$ cat src/inc/pil_pkg.sv
// constants for the configurable parallel input lines block
package pil_pkg;

  // ------------------------------------------------------------
  // line map
  // ------------------------------------------------------------
  localparam int unsigned NUM_LINES = 28;
  localparam int unsigned IDX_W     = 5;
  localparam logic [4:0]  KEY_BASE  = 5'h00; // control-key port, lines 0..7
  localparam logic [4:0]  EXT_BASE  = 5'h08; // auxiliary inputs 0..7
  localparam logic [4:0]  INT_BASE  = 5'h10; // auxiliary 8..15 and additional 0..3
  localparam logic [4:0]  LAST_LINE = 5'h1B;

  // ------------------------------------------------------------
  // per-line configuration word layout
  // ------------------------------------------------------------
  localparam int unsigned CFG_EN_BIT   = 0;
  localparam int unsigned CFG_POL_BIT  = 1;  // 1 = active high
  localparam int unsigned CFG_MODE_LSB = 4;  // 3 bits
  localparam int unsigned CFG_CODE_LSB = 8;  // 4 bits, remote_report_code
  localparam int unsigned CFG_EQP_LSB  = 12; // 4 bits, equipment_identifier
  localparam int unsigned CFG_COL_LSB  = 16; // 4 bits, panel_column_identifier
  localparam int unsigned CFG_TYPE_LSB = 20; // 2 bits
  localparam int unsigned CFG_DESC_LSB = 24; // 8 bits, history description handle
  localparam logic [31:0] CFG_RST      = 32'h0000_0000;

  // functional modes
  localparam logic [2:0] MODE_AUX   = 3'h0;
  localparam logic [2:0] MODE_CMD   = 3'h1;
  localparam logic [2:0] MODE_LAMP  = 3'h2;
  localparam logic [2:0] MODE_BUZZ  = 3'h3;
  localparam logic [2:0] MODE_SEL   = 3'h4;
  localparam logic [2:0] MODE_PARAL = 3'h5;

  // signal types
  localparam logic [1:0] TYPE_PNL = 2'h0;
  localparam logic [1:0] TYPE_EXT = 2'h1;
  localparam logic [1:0] TYPE_ENV = 2'h2;

  // command key codes
  localparam logic [3:0] KEY_REQ_REL   = 4'h0;
  localparam logic [3:0] KEY_ON_OFF    = 4'h1;
  localparam logic [3:0] KEY_CHANGEOVR = 4'h2;

  localparam logic [3:0] EQP_OWN    = 4'h1;
  localparam logic [3:0] COL_OWN    = 4'h1;
  localparam int unsigned NUM_FAULT = 12;

  // ------------------------------------------------------------
  // register offsets
  // ------------------------------------------------------------
  localparam logic [11:0] REG_LINE_STATE = 12'h000;
  localparam logic [11:0] REG_ENV_LED    = 12'h004;
  localparam logic [11:0] REG_CTRL       = 12'h008;
  localparam logic [11:0] REG_EVT_COUNT  = 12'h00C;
  localparam logic [11:0] REG_FAULT      = 12'h010;
  localparam logic [11:0] REG_CFG_BASE   = 12'h080;
  localparam logic [11:0] REG_CFG_LAST   = 12'h0EC;
  localparam logic [0:0]  CTRL_RST       = 1'h1;

endpackage : pil_pkg

$ cat src/core/pil_cfg_mem.sv
// per-line configuration store, one write port and two registered read ports

module pil_cfg_mem (
  // clock and reset
  input  wire logic        clk,
  input  wire logic        sys_rst,
  // write port
  input  wire logic        wr_en,
  input  wire logic [4:0]  wr_addr,
  input  wire logic [31:0] wr_data,
  // read ports
  input  wire logic [4:0]  rd_a_addr,
  output logic      [31:0] rd_a_data,
  input  wire logic [4:0]  rd_b_addr,
  output logic      [31:0] rd_b_data
);

  logic [31:0] mem_ff     [pil_pkg::NUM_LINES];
  logic [31:0] nxt_mem    [pil_pkg::NUM_LINES];
  logic [31:0] nxt_rd_a;
  logic [31:0] nxt_rd_b;

  always_comb begin
    nxt_mem = mem_ff;
    if (wr_en && wr_addr <= pil_pkg::LAST_LINE) begin
      nxt_mem[wr_addr] = wr_data;
    end
    nxt_rd_a = (rd_a_addr <= pil_pkg::LAST_LINE) ? mem_ff[rd_a_addr] : 32'h0000_0000;
    nxt_rd_b = (rd_b_addr <= pil_pkg::LAST_LINE) ? mem_ff[rd_b_addr] : 32'h0000_0000;
  end

  always_ff @(posedge clk or posedge sys_rst) begin
    if (sys_rst) begin
      for (int i = 0; i < pil_pkg::NUM_LINES; i++) begin
        mem_ff[i] <= pil_pkg::CFG_RST;
      end
      rd_a_data <= 32'h0000_0000;
      rd_b_data <= 32'h0000_0000;
    end else begin
      mem_ff    <= nxt_mem;
      rd_a_data <= nxt_rd_a;
      rd_b_data <= nxt_rd_b;
    end
  end

endmodule : pil_cfg_mem

$ cat src/core/pil_input_lines.sv
// configurable parallel input lines: sampling, polarity, change events, panel actions, APB slave
//
// The implementer's own choices: the APB interface to the registers and the placing of the registers.

// What this block does
// RL1: each line is read through its own active-low or active-high polarity, configurable on auxiliary lines 0..7 (lines 8..15) only.
// RL2: control-key lines are always active-low, internal power lines always active-high.
// RL3: auxiliary external lines accept either polarity, active-high being usual.
// RL4: with active-high polarity an open wire reads as the alarm state.
// RL5: each line carries report code 0..15, sent to remote users on change.
// RL6: each line carries a type: panel key, external command or environmental alarm.
// RL7: a status change records the line's description handle in the history log.
// RL8: disabled lines give no events, no reports and no history entries.
// RL9: auxiliary-mode lines report the status of external alarm sources.
// RL10: environmental alarm lines light their panel LED while in alarm.
// RL11: command lines decode key 0 request/release, 1 on/off, 2 changeover.
// RL12: command lines act only for equipment identifier 1.
// RL13: lamp-test mode marks the panel lamp-test key, no further parameters.
// RL14: buzzer-silence mode silences the buzzer for equipment identifier 1.
// RL15: selection mode toggles the detailed section for panel column 1.
// RL16: parallel internal mode handles twelve mains and battery module signals.
// RL17: four input ports: keys, auxiliary 0..7, auxiliary 8..15, additional 0..3.
// RL18: internal report codes 0..11 identify the power fault sources.
// RL19: enabled lines are sampled and compared with stored state; difference raises an event.
module pil_input_lines (
  // clock and reset
  input  wire logic        clk,
  input  wire logic        sys_rst,
  // input ports
  input  wire logic [7:0]  key_in,
  input  wire logic [7:0]  aux_lo_in,
  input  wire logic [7:0]  aux_hi_in,
  input  wire logic [3:0]  addl_in,
  // APB slave
  input  wire logic        psel,
  input  wire logic        penable,
  input  wire logic        pwrite,
  input  wire logic [11:0] paddr,
  input  wire logic [31:0] pwdata,
  output logic      [31:0] prdata,
  output logic             pready,
  output logic             pslverr,
  // change report and history log
  output logic             evt_valid,
  output logic      [4:0]  evt_line,
  output logic      [3:0]  evt_code,
  output logic             evt_state,
  output logic      [1:0]  evt_type,
  output logic             log_valid,
  output logic      [7:0]  log_descr,
  // panel actions
  output logic             cmd_valid,
  output logic      [1:0]  cmd_key,
  output logic             lamp_test,
  output logic             buzz_silence,
  output logic             detail_enable,
  output logic      [27:0] env_led,
  output logic      [11:0] power_fault
);

  // ------------------------------------------------------------
  // helpers
  // ------------------------------------------------------------
  function automatic logic is_cfg_addr(input logic [11:0] a);
    return (a >= pil_pkg::REG_CFG_BASE) && (a <= pil_pkg::REG_CFG_LAST) && (a[1:0] == 2'h0);
  endfunction : is_cfg_addr
  function automatic logic [4:0] cfg_index(input logic [11:0] a);
    logic [11:0] d;
    d = a - pil_pkg::REG_CFG_BASE;
    return d[6:2];
  endfunction : cfg_index

  // ------------------------------------------------------------
  // input synchronisers
  // ------------------------------------------------------------
  logic [27:0] sync1_ff;
  logic [27:0] sync2_ff;
  always_ff @(posedge clk or posedge sys_rst) begin
    if (sys_rst) begin
      sync1_ff <= 28'h0000000;
      sync2_ff <= 28'h0000000;
    end else begin
      sync1_ff <= {addl_in, aux_hi_in, aux_lo_in, key_in}; // RL17
      sync2_ff <= sync1_ff;
    end
  end

  // ------------------------------------------------------------
  // APB slave
  // ------------------------------------------------------------
  logic [31:0] cfg_rd_a;
  logic [31:0] cfg_rd_b;
  logic        ctrl_scan_ff;
  logic [15:0] evt_count_ff;
  logic [27:0] state_ff;
  logic [31:0] nxt_prdata;
  logic        nxt_pready;
  logic        nxt_pslverr;
  logic        nxt_ctrl_scan;
  logic        mem_wr;
  logic        acc_done;
  logic        mapped;
  assign acc_done = psel && penable && pready;
  always_comb begin
    mapped        = is_cfg_addr(paddr) || paddr == pil_pkg::REG_LINE_STATE || paddr == pil_pkg::REG_ENV_LED
                    || paddr == pil_pkg::REG_CTRL || paddr == pil_pkg::REG_EVT_COUNT || paddr == pil_pkg::REG_FAULT;
    nxt_pready    = psel && penable && !pready;
    nxt_pslverr   = psel && penable && !pready && !mapped;
    nxt_prdata    = 32'h0000_0000;
    nxt_ctrl_scan = ctrl_scan_ff;
    mem_wr        = acc_done && pwrite && is_cfg_addr(paddr);
    if (psel && penable && !pready && !pwrite) begin
      if (is_cfg_addr(paddr)) begin
        nxt_prdata = cfg_rd_a;
      end else begin
        unique case (paddr)
          pil_pkg::REG_LINE_STATE: nxt_prdata = {4'h0, state_ff};
          pil_pkg::REG_ENV_LED:    nxt_prdata = {4'h0, env_led};
          pil_pkg::REG_CTRL:       nxt_prdata = {31'h0, ctrl_scan_ff};
          pil_pkg::REG_EVT_COUNT:  nxt_prdata = {16'h0000, evt_count_ff};
          pil_pkg::REG_FAULT:      nxt_prdata = {20'h00000, power_fault};
          default:                 nxt_prdata = 32'h0000_0000;
        endcase
      end
    end
    if (acc_done && pwrite && paddr == pil_pkg::REG_CTRL) begin
      nxt_ctrl_scan = pwdata[0];
    end
  end

  always_ff @(posedge clk or posedge sys_rst) begin
    if (sys_rst) begin
      prdata       <= 32'h0000_0000;
      pready       <= 1'b0;
      pslverr      <= 1'b0;
      ctrl_scan_ff <= pil_pkg::CTRL_RST;
    end else begin
      prdata       <= nxt_prdata;
      pready       <= nxt_pready;
      pslverr      <= nxt_pslverr;
      ctrl_scan_ff <= nxt_ctrl_scan;
    end
  end

  // ------------------------------------------------------------
  // configuration store and scan pipeline
  // ------------------------------------------------------------
  logic [4:0] scan_idx_ff;
  logic [4:0] eval_idx_ff;
  logic       eval_vld_ff;
  logic [4:0] nxt_scan_idx;
  pil_cfg_mem u_cfg_mem (
    .clk       (clk),
    .sys_rst   (sys_rst),
    .wr_en     (mem_wr),
    .wr_addr   (cfg_index(paddr)),
    .wr_data   (pwdata),
    .rd_a_addr (cfg_index(paddr)),
    .rd_a_data (cfg_rd_a),
    .rd_b_addr (scan_idx_ff),
    .rd_b_data (cfg_rd_b)
  );
  assign nxt_scan_idx = (scan_idx_ff == pil_pkg::LAST_LINE) ? 5'h00 : scan_idx_ff + 5'h01;
  always_ff @(posedge clk or posedge sys_rst) begin
    if (sys_rst) begin
      scan_idx_ff <= 5'h00;
      eval_idx_ff <= 5'h00;
      eval_vld_ff <= 1'b0;
    end else begin
      scan_idx_ff <= ctrl_scan_ff ? nxt_scan_idx : scan_idx_ff;
      eval_idx_ff <= scan_idx_ff;
      eval_vld_ff <= ctrl_scan_ff;
    end
  end

  // ------------------------------------------------------------
  // line evaluation
  // ------------------------------------------------------------
  logic       c_en;
  logic       c_pol_high;
  logic [2:0] c_mode;
  logic [3:0] c_code;
  logic [3:0] c_eqp;
  logic [3:0] c_col;
  logic [1:0] c_type;
  logic       raw;
  logic       cur;
  logic       change;
  logic       press;
  always_comb begin
    c_en   = cfg_rd_b[pil_pkg::CFG_EN_BIT];
    c_mode = cfg_rd_b[pil_pkg::CFG_MODE_LSB +: 3];
    c_code = cfg_rd_b[pil_pkg::CFG_CODE_LSB +: 4];
    c_eqp  = cfg_rd_b[pil_pkg::CFG_EQP_LSB +: 4];
    c_col  = cfg_rd_b[pil_pkg::CFG_COL_LSB +: 4];
    c_type = cfg_rd_b[pil_pkg::CFG_TYPE_LSB +: 2];
    raw    = sync2_ff[eval_idx_ff];
    if (eval_idx_ff < pil_pkg::EXT_BASE) begin
      c_pol_high = 1'b0; // RL2
    end else if (eval_idx_ff >= pil_pkg::INT_BASE) begin
      c_pol_high = 1'b1; // RL2
    end else begin
      c_pol_high = cfg_rd_b[pil_pkg::CFG_POL_BIT]; // RL3
    end
    // active high: a pulled-up open wire reads as alarm
    cur    = c_pol_high ? raw : !raw; // RL1 RL4
    change = eval_vld_ff && c_en && (cur != state_ff[eval_idx_ff]); // RL19 RL8
    press  = change && cur;
  end

  // ------------------------------------------------------------
  // events and panel actions
  // ------------------------------------------------------------
  logic [27:0] nxt_state;
  logic [27:0] nxt_env_led;
  logic [11:0] nxt_fault;
  logic [15:0] nxt_evt_count;
  logic        nxt_lamp;
  logic        nxt_detail;
  logic        nxt_cmd_valid;
  logic        nxt_buzz;
  always_comb begin
    nxt_state     = state_ff;
    nxt_env_led   = env_led;
    nxt_fault     = power_fault;
    nxt_evt_count = evt_count_ff;
    nxt_lamp      = lamp_test;
    nxt_detail    = detail_enable;
    nxt_cmd_valid = press && c_mode == pil_pkg::MODE_CMD && c_eqp == pil_pkg::EQP_OWN
                    && c_code <= pil_pkg::KEY_CHANGEOVR; // RL11 RL12
    nxt_buzz      = press && c_mode == pil_pkg::MODE_BUZZ && c_eqp == pil_pkg::EQP_OWN; // RL14
    if (eval_vld_ff) begin
      if (!c_en) begin
        nxt_state[eval_idx_ff]   = 1'b0; // RL8
        nxt_env_led[eval_idx_ff] = 1'b0;
      end else begin
        nxt_state[eval_idx_ff]   = cur; // RL19
        nxt_env_led[eval_idx_ff] = cur && c_mode == pil_pkg::MODE_AUX && c_type == pil_pkg::TYPE_ENV; // RL9 RL10
        if (c_mode == pil_pkg::MODE_LAMP) begin
          nxt_lamp = cur; // RL13
        end
        if (c_mode == pil_pkg::MODE_PARAL && c_code < 4'(pil_pkg::NUM_FAULT)) begin
          nxt_fault[c_code] = cur; // RL16 RL18
        end
        if (press && c_mode == pil_pkg::MODE_SEL && c_col == pil_pkg::COL_OWN) begin
          nxt_detail = !detail_enable; // RL15
        end
      end
      if (change) begin
        nxt_evt_count = evt_count_ff + 16'h0001;
      end
    end
  end

  always_ff @(posedge clk or posedge sys_rst) begin
    if (sys_rst) begin
      state_ff      <= 28'h0000000;
      env_led       <= 28'h0000000;
      power_fault   <= 12'h000;
      evt_count_ff  <= 16'h0000;
      lamp_test     <= 1'b0;
      detail_enable <= 1'b0;
      cmd_valid     <= 1'b0;
      cmd_key       <= 2'h0;
      buzz_silence  <= 1'b0;
      evt_valid     <= 1'b0;
      evt_line      <= 5'h00;
      evt_code      <= 4'h0;
      evt_state     <= 1'b0;
      evt_type      <= 2'h0;
      log_valid     <= 1'b0;
      log_descr     <= 8'h00;
    end else begin
      state_ff      <= nxt_state;
      env_led       <= nxt_env_led;
      power_fault   <= nxt_fault;
      evt_count_ff  <= nxt_evt_count;
      lamp_test     <= nxt_lamp;
      detail_enable <= nxt_detail;
      cmd_valid     <= nxt_cmd_valid;
      cmd_key       <= nxt_cmd_valid ? c_code[1:0] : cmd_key;
      buzz_silence  <= nxt_buzz;
      evt_valid     <= change; // RL5
      evt_line      <= change ? eval_idx_ff : evt_line;
      evt_code      <= change ? c_code : evt_code; // RL5
      evt_state     <= change ? cur : evt_state;
      evt_type      <= change ? c_type : evt_type; // RL6
      log_valid     <= change; // RL7
      log_descr     <= change ? cfg_rd_b[pil_pkg::CFG_DESC_LSB +: 8] : log_descr; // RL7
    end
  end
endmodule : pil_input_lines

$ cat config.mk
export PLATFORM = sky130hd
export DESIGN_NAME = pil_input_lines
export DESIGN_NICKNAME = d
export VERILOG_FILES = /design/src/inc/pil_pkg.sv /design/src/core/pil_cfg_mem.sv /design/src/core/pil_input_lines.sv
export SDC_FILE = /design/constraint.sdc
export NUM_CORES = 2
export LEC_CHECK = 0
export BUFFER_PORTS_ARGS = -buffer_cell sky130_fd_sc_hd__buf_2
export CAP_MARGIN = 20
export CORE_MARGIN = 2
export CORE_UTILIZATION = 65
export DETAILED_ROUTE_END_ITERATION = 12
export PLACE_DENSITY = 0.83
export SLEW_MARGIN = 20
export SYNTH_ARGS = -nofsm -noshare
export SYNTH_HDL_FRONTEND = slang
export SYNTH_SLANG_ARGS = --single-unit
$ cat constraint.sdc
create_clock -name clk -period 100.8 [get_ports clk]
set_input_delay 15.12 -clock clk [delete_from_list [all_inputs] [get_ports clk]]
set_output_delay 15.12 -clock clk [all_outputs]
set_load 0.01 [all_outputs]
Word-level counts from Yosys, hierarchy flattened:

Index checks and enable logic that the tools add are counted.

* memory bits (read-only): 0
* logic and storage cells: 166
* memory bits (writable): 0
* memories: 0
* latch bits: 0
* register bits: 1173

* equality and inequality tests: 14
* bitwise gates (word level): 5
* reduce and logical (&&, ||, !) cells: 44
* shift operators: 0
* add/subtract/negate cells: 3
* divide/modulo/power cells: 0
* $mul: 0
* $lt $le $gt $ge: 15
* mux-type cells: 31

Operator list (count)
* bitwise mux 896 bit: 1
* binary-select mux 32 bit (select 5 bit): 2
* two-way mux 32 bit: 9
* demux 32 bit (select 5 bit): 1
* one-hot mux 28 bit (5 select lines): 1
* AND 28 bit: 2
* bitwise mux 28 bit: 2
* two-way mux 28 bit: 2
* NOT 28 bit: 1
* logical AND 1 bit: 27
* == test 12 x 4 -> 1 bit, second input constant: 2
* adder 16 x 1 -> 16 bit, second input constant: 1
* bitwise mux 12 bit: 1
* == test 12 x 3 -> 1 bit, second input constant: 1
* == test 12 x 5 -> 1 bit, second input constant: 1
* greater-or-equal comparator 12 x 8 -> 1 bit, second input constant: 1
* greater-or-equal comparator 6 bit, second input constant: 2
* less-or-equal comparator 12 x 8 -> 1 bit, second input constant: 1
* zero test 12 bit: 1
* NOT 5 -> 6 bit: 2
* binary-select mux 1 bit (select 5 bit): 2
* less-or-equal comparator 5 bit, second input constant: 2
* AND reduction 3 bit: 3
* == test 4 x 1 -> 1 bit, second input constant: 2
* other kinds (26): 42

Longest topological paths before layout:

* word-level depth: 10
* mapped depth: 11
* gate-level depth less buffers: 7

By module:

From an unflattened synthesis, not the netlist that was laid out.

* cell total of the unflattened synthesis: 4694
* area total of the unflattened synthesis: 58919.0 µm²

Modules (own cells, without submodules)
* pil_cfg_mem: seq. area each 24023.0 µm², times used 1, cells each 3996, area each 50118.1 µm²
* pil_input_lines: seq. area each 5331.4 µm², times used 1, cells each 698, area each 8800.9 µm²

Worst setup path before layout:

OpenSTA, ideal clock, no wires.

* path type: in2reg
* start point: input paddr[2]
* end point: register u_cfg_mem.rd_a_data[14]
* stages on the path: 6
* path buffers: 3
* data required time: 100.675 ns
* path slack: 83.444 ns
* arrival time: 17.232 ns
* path through: buf_2 -> buf_2 -> buf_1 -> mux4_2 -> mux4_2 -> mux2_2

* word-level cells in the longest chain between the ends: 6
* elaborated cells on any way between the ends: 7
* classes of those cells: add/sub (1); order compare (1); mux (4); bitwise (1)

RTL lines
* start, declared: line pil_input_lines.sv:38 `input wire logic [11:0] paddr,`
* subtractor 7 x 1 -> 7 bit *: line pil_input_lines.sv:69 `d = a - pil_pkg::REG_CFG_BASE;`
* NOT 5 -> 6 bit (not written as such): line pil_cfg_mem.sv:28 `nxt_rd_a = (rd_a_addr <= pil_pkg::LAST_LINE) ? mem_ff[rd_a_addr] : 32'h0000_0000;`
* binary-select mux 32 bit (select 5 bit): line pil_cfg_mem.sv:28
* two-way mux 32 bit (not written as such) (2 in a row): line pil_cfg_mem.sv:28
* two-way mux 32 bit *: line pil_cfg_mem.sv:28
* via u_cfg_mem.nxt_rd_a[14]: line pil_cfg_mem.sv:20 `logic [31:0] nxt_rd_a;`
* end signal, assigned: line pil_cfg_mem.sv:41 `rd_a_data <= nxt_rd_a;`
* end, declared: line pil_cfg_mem.sv:13 `output logic [31:0] rd_a_data,`

Mark *: on every way through the listed nets, which the timed path passes. The rest lies on a longest branch. The select of a mux whose other input is x is not followed.
A chain may end at the register's enable or synchronous reset.

==> results.md <==
- Outcome: completed
- WL per Instance: 31.1 um
- Row Count: 108
- Max-cap violation count: 0
- Setup TNS: 0 ns
- Footprint of the multi-input gates: 26300 um^2
- Antenna violations before repair: 13
- Worst Hold Path EP: sync2_ff[13]$_DFF_PP0_
- Hold Path Origin: sync1_ff[13]$_DFF_PP0_
- Core ar.: 87000 um^2
- Main combinational cell family by area after synthesis: multiplexers
- Post-synthesis xor/xnor area fraction: 0.245%
- Cts hold-fix bufs: 0
- Worst-path maximum fanout: 139
- Cell Area, Synth: 57200 um^2
- Cell mode on critical path: buf_4
- CTS tree: built
- Slowest cell on the critical path: buf_4
- Worst reg2reg path startpoint: eval_idx_ff[1]$_DFF_PP0_
- Clk_lat worst skew: 0.72 ns
- Post-synthesis compound-gate area fraction: 3.48%
- I/O pin cnt: 179
- Hold Fails Final Rpt: 0
- Post-CTS setup buffer count: 0
- Pre-CTS WS: 81.01 ns
- Max Root-Sink Buffers: 3
- GRT Total Usage: 35.5%
- Most frequent cells in the layout: 1162 x dfrtp_1, 975 x mux2_2, 446 x mux4_2, 173 x buf_2, 117 x clkbuf_16
- Final period utilization: 18.8%
- Post-synth EDFFs: 0
- DR iter-0 viols: 4212
- Sequential fraction of the synthesis area: 51.1%
- Num CTS Buffers: 116
- HP Class: reg -> reg
- CTS Root Cell: clkbuf_16
- Die width: 301 um
- Layout cell share with drive strength beyond 1: 49.9%
- Leak Pwr: 0.0288 uW
- Final setup fails: 0
- Vias/cell: 7.16
- # fillers: 5293
- Worst path max stage delay: 0.88 ns
- Largest net degree at the start of global routing: 170
- Clk_skew: 0.0454 ns
- Syn Inst Count: 3794
- Fmax achieved: 52.9 MHz
- Worst-Margin Slew: 1.24 ns
- Most common cell after layout, fill and taps aside: dfrtp_1
- Yosys reg bits: 1168
- Hold path depth: 0
- Register area: 29200 um^2
- Hold_ws: 0.347 ns
- Maximum VDD drop: 0.0153 mV
- Ys Warns: 0
- Die area: 90400 um^2
- Main synth FF type: dfrtp_1
- Antenna-violating nets left: 0
- WP data arrival: 19.52 ns
- FF-to-FF path depth: 9
- Crit path time final: 18.92 ns
- Relative slew slack: 17.0%
- CP startpoint kind: primary input
- Post-synth cell types: 56
- Clock slew at reported path FFs: 0.06 ns
- Number of gates resized after CTS: 0
- Crit. End Element: async pin
- Async SR Flop Fraction: 100%
- Initial core utilization: 65.7%
- R2R Path End: evt_line[3]$_DFFE_PP0N_
- Post-synthesis mux area share: 39.3%
- DRC viols: 0
- Critical Path RT: 101.40 ns
- Die Height: 301 um
- Worst setup path startpoint: sys_rst
- TritonCTS Sinks: 1168
- First-pass GRT wire length: 239000 um
- Adder-Cell Fraction of Synth Area: 0.0438%
- Final nets: 3860
- Max-slew violation count: 0
- Crit-path cells: buf_2 > inv_8 > buf_4 > buf_4 > buf_4 > buf_4
- Final setup margin: 81.88 ns
- Gr ovfl total: 0
- Detailed-route via count: 36.1k
- WS Path Type: in -> async
- Worst reg-to-reg setup slack: 96.64 ns
- Post-Synth Simple-Gate Area: 2.63%
- Unrepaired setup endpoints after global routing: false
- Mapped Avg Cell Area: 15.1 um^2
- Buffers on Ports: 178
- Drt pass-1 iters: 9
- Post-Syn Nets: 3873
- DP Wirelength: 91300 um
- Vias in the first global route: 37.4k
- Routability cong.: 0.872
- Final WL: 157000 um
- H-Tree Level Count: 3
- Power per Cell Area: 15.3 nW/um^2
- Layout area overhead: 10.1%
[layout make-up]
| cell class | instances | share of cell area (%) |
|---|---|---|
| clock inverter | 58 | 1.19 |
| sequential | 1168 | 46.5 |
| multi-input combinational | 2179 | 41.9 |
| tap | 1155 | 2.30 |
| timing repair buffer | 252 | 2.44 |
| clock buffer | 161 | 5.34 |
| antenna | 3 | 0.0119 |
| inverter | 64 | 0.394 |
[where the power goes]
| group | leakage, uW | internal [uW] | switching, uW |
|---|---|---|---|
| Clock | 0.00203 | 272 | 189 |
| Combinational | 0.0106 | 7.56 | 24.9 |
| Sequential | 0.0162 | 470 | 0.506 |
| Total | 0.0288 | 750 | 215 |
[per-stage QoR]
stage               util, %  instances  area [um^2]  power [uW]
floorplan                 -       3794        57200         502
global placement       67.6       4818        58800         512
detailed placement     67.6       4818        58800         512
CTS                    72.3       5037        62900         967
global route           72.3       5039        62900         990
finish                 72.3       5040        62900         964
[synth_stat cells (3+ instances only)]
master    number  area share (%)
dfrtp_1     1167              51
mux2_2       975              19
mux4_2       446              18
clkbuf_1     221             1.5
mux2i_1      116             2.0
nor2_1       115            0.75
buf_2         95            0.83
inv_1         64            0.42
buf_1         62            0.41
nand2_1       59            0.39
o22ai_1       57            0.62
a211oi_1      56            0.74
a21oi_1       55            0.48
nor2b_1       35            0.38
o21ai_0       29            0.25
a22oi_1       27            0.35
a222oi_1      23            0.40
nand3_1       23            0.20
nor3_1        18            0.16
mux2_4        16            0.42
o31ai_1       14            0.18
xor2_1        14            0.21
a31oi_1       13            0.14
and3_1        10            0.11
nand2b_1      10            0.11
nand3b_1      10            0.13
nand4_1        7           0.077
o221ai_1       5           0.077
and2_1         4           0.044
buf_6          4           0.079
nor3b_1        4           0.053
nor4_1         4           0.044
or2_2          4           0.044
a221oi_1       3           0.046
[cell families after synthesis]
| family | after synthesis |
|---|---|
| muxes | 1556 |
| DFF | 1168 |
| and+or+nand+nor | 312 |
| xor gates and xnor gates | 16 |
| buffers and inverters | 447 |
| adders and majority gates | 2 |
| AOI/OAI and AO/OA | 293 |
[routing by layer]
metal  global-route usage, %  wire [um]
met2                    54.3      73100
met5                       0         98
met1                    49.0      59300
met3                    9.34      16900
met4                    15.4       7230
[registers in the layout (all words and copies together), names as in the netlist, 2 cells and up]
register and flops:
cmd_key 2, env_led 28, eval_idx_ff 5, evt_code 4, evt_count_ff 16, evt_line 5
evt_type 2, log_descr 8, power_fault 12, prdata 32, scan_idx_ff 5, state_ff 28
sync1_ff 28, sync2_ff 28, u_cfg_mem.mem_ff 896, u_cfg_mem.rd_a_data 32, u_cfg_mem.rd_b_data 27
[critical path: cells and delay by family]
kind	cells	cell delay, ns
buffers and inverters	6	4.11
[worst max-delay path by stage]
stage / end / slack [ns]
floorplan: buzz_silence$_DFF_PP0_ / 52.78
global placement: scan_idx_ff[2]$_DFFE_PP0P_ / 81.07
detailed placement: scan_idx_ff[2]$_DFFE_PP0P_ / 81.01
CTS: scan_idx_ff[2]$_DFFE_PP0P_ / 81.75
global route: scan_idx_ff[2]$_DFFE_PP0P_ / 81.12
finish: scan_idx_ff[3]$_DFFE_PP0P_ / 81.88
(Power assumes the default switching activity.)
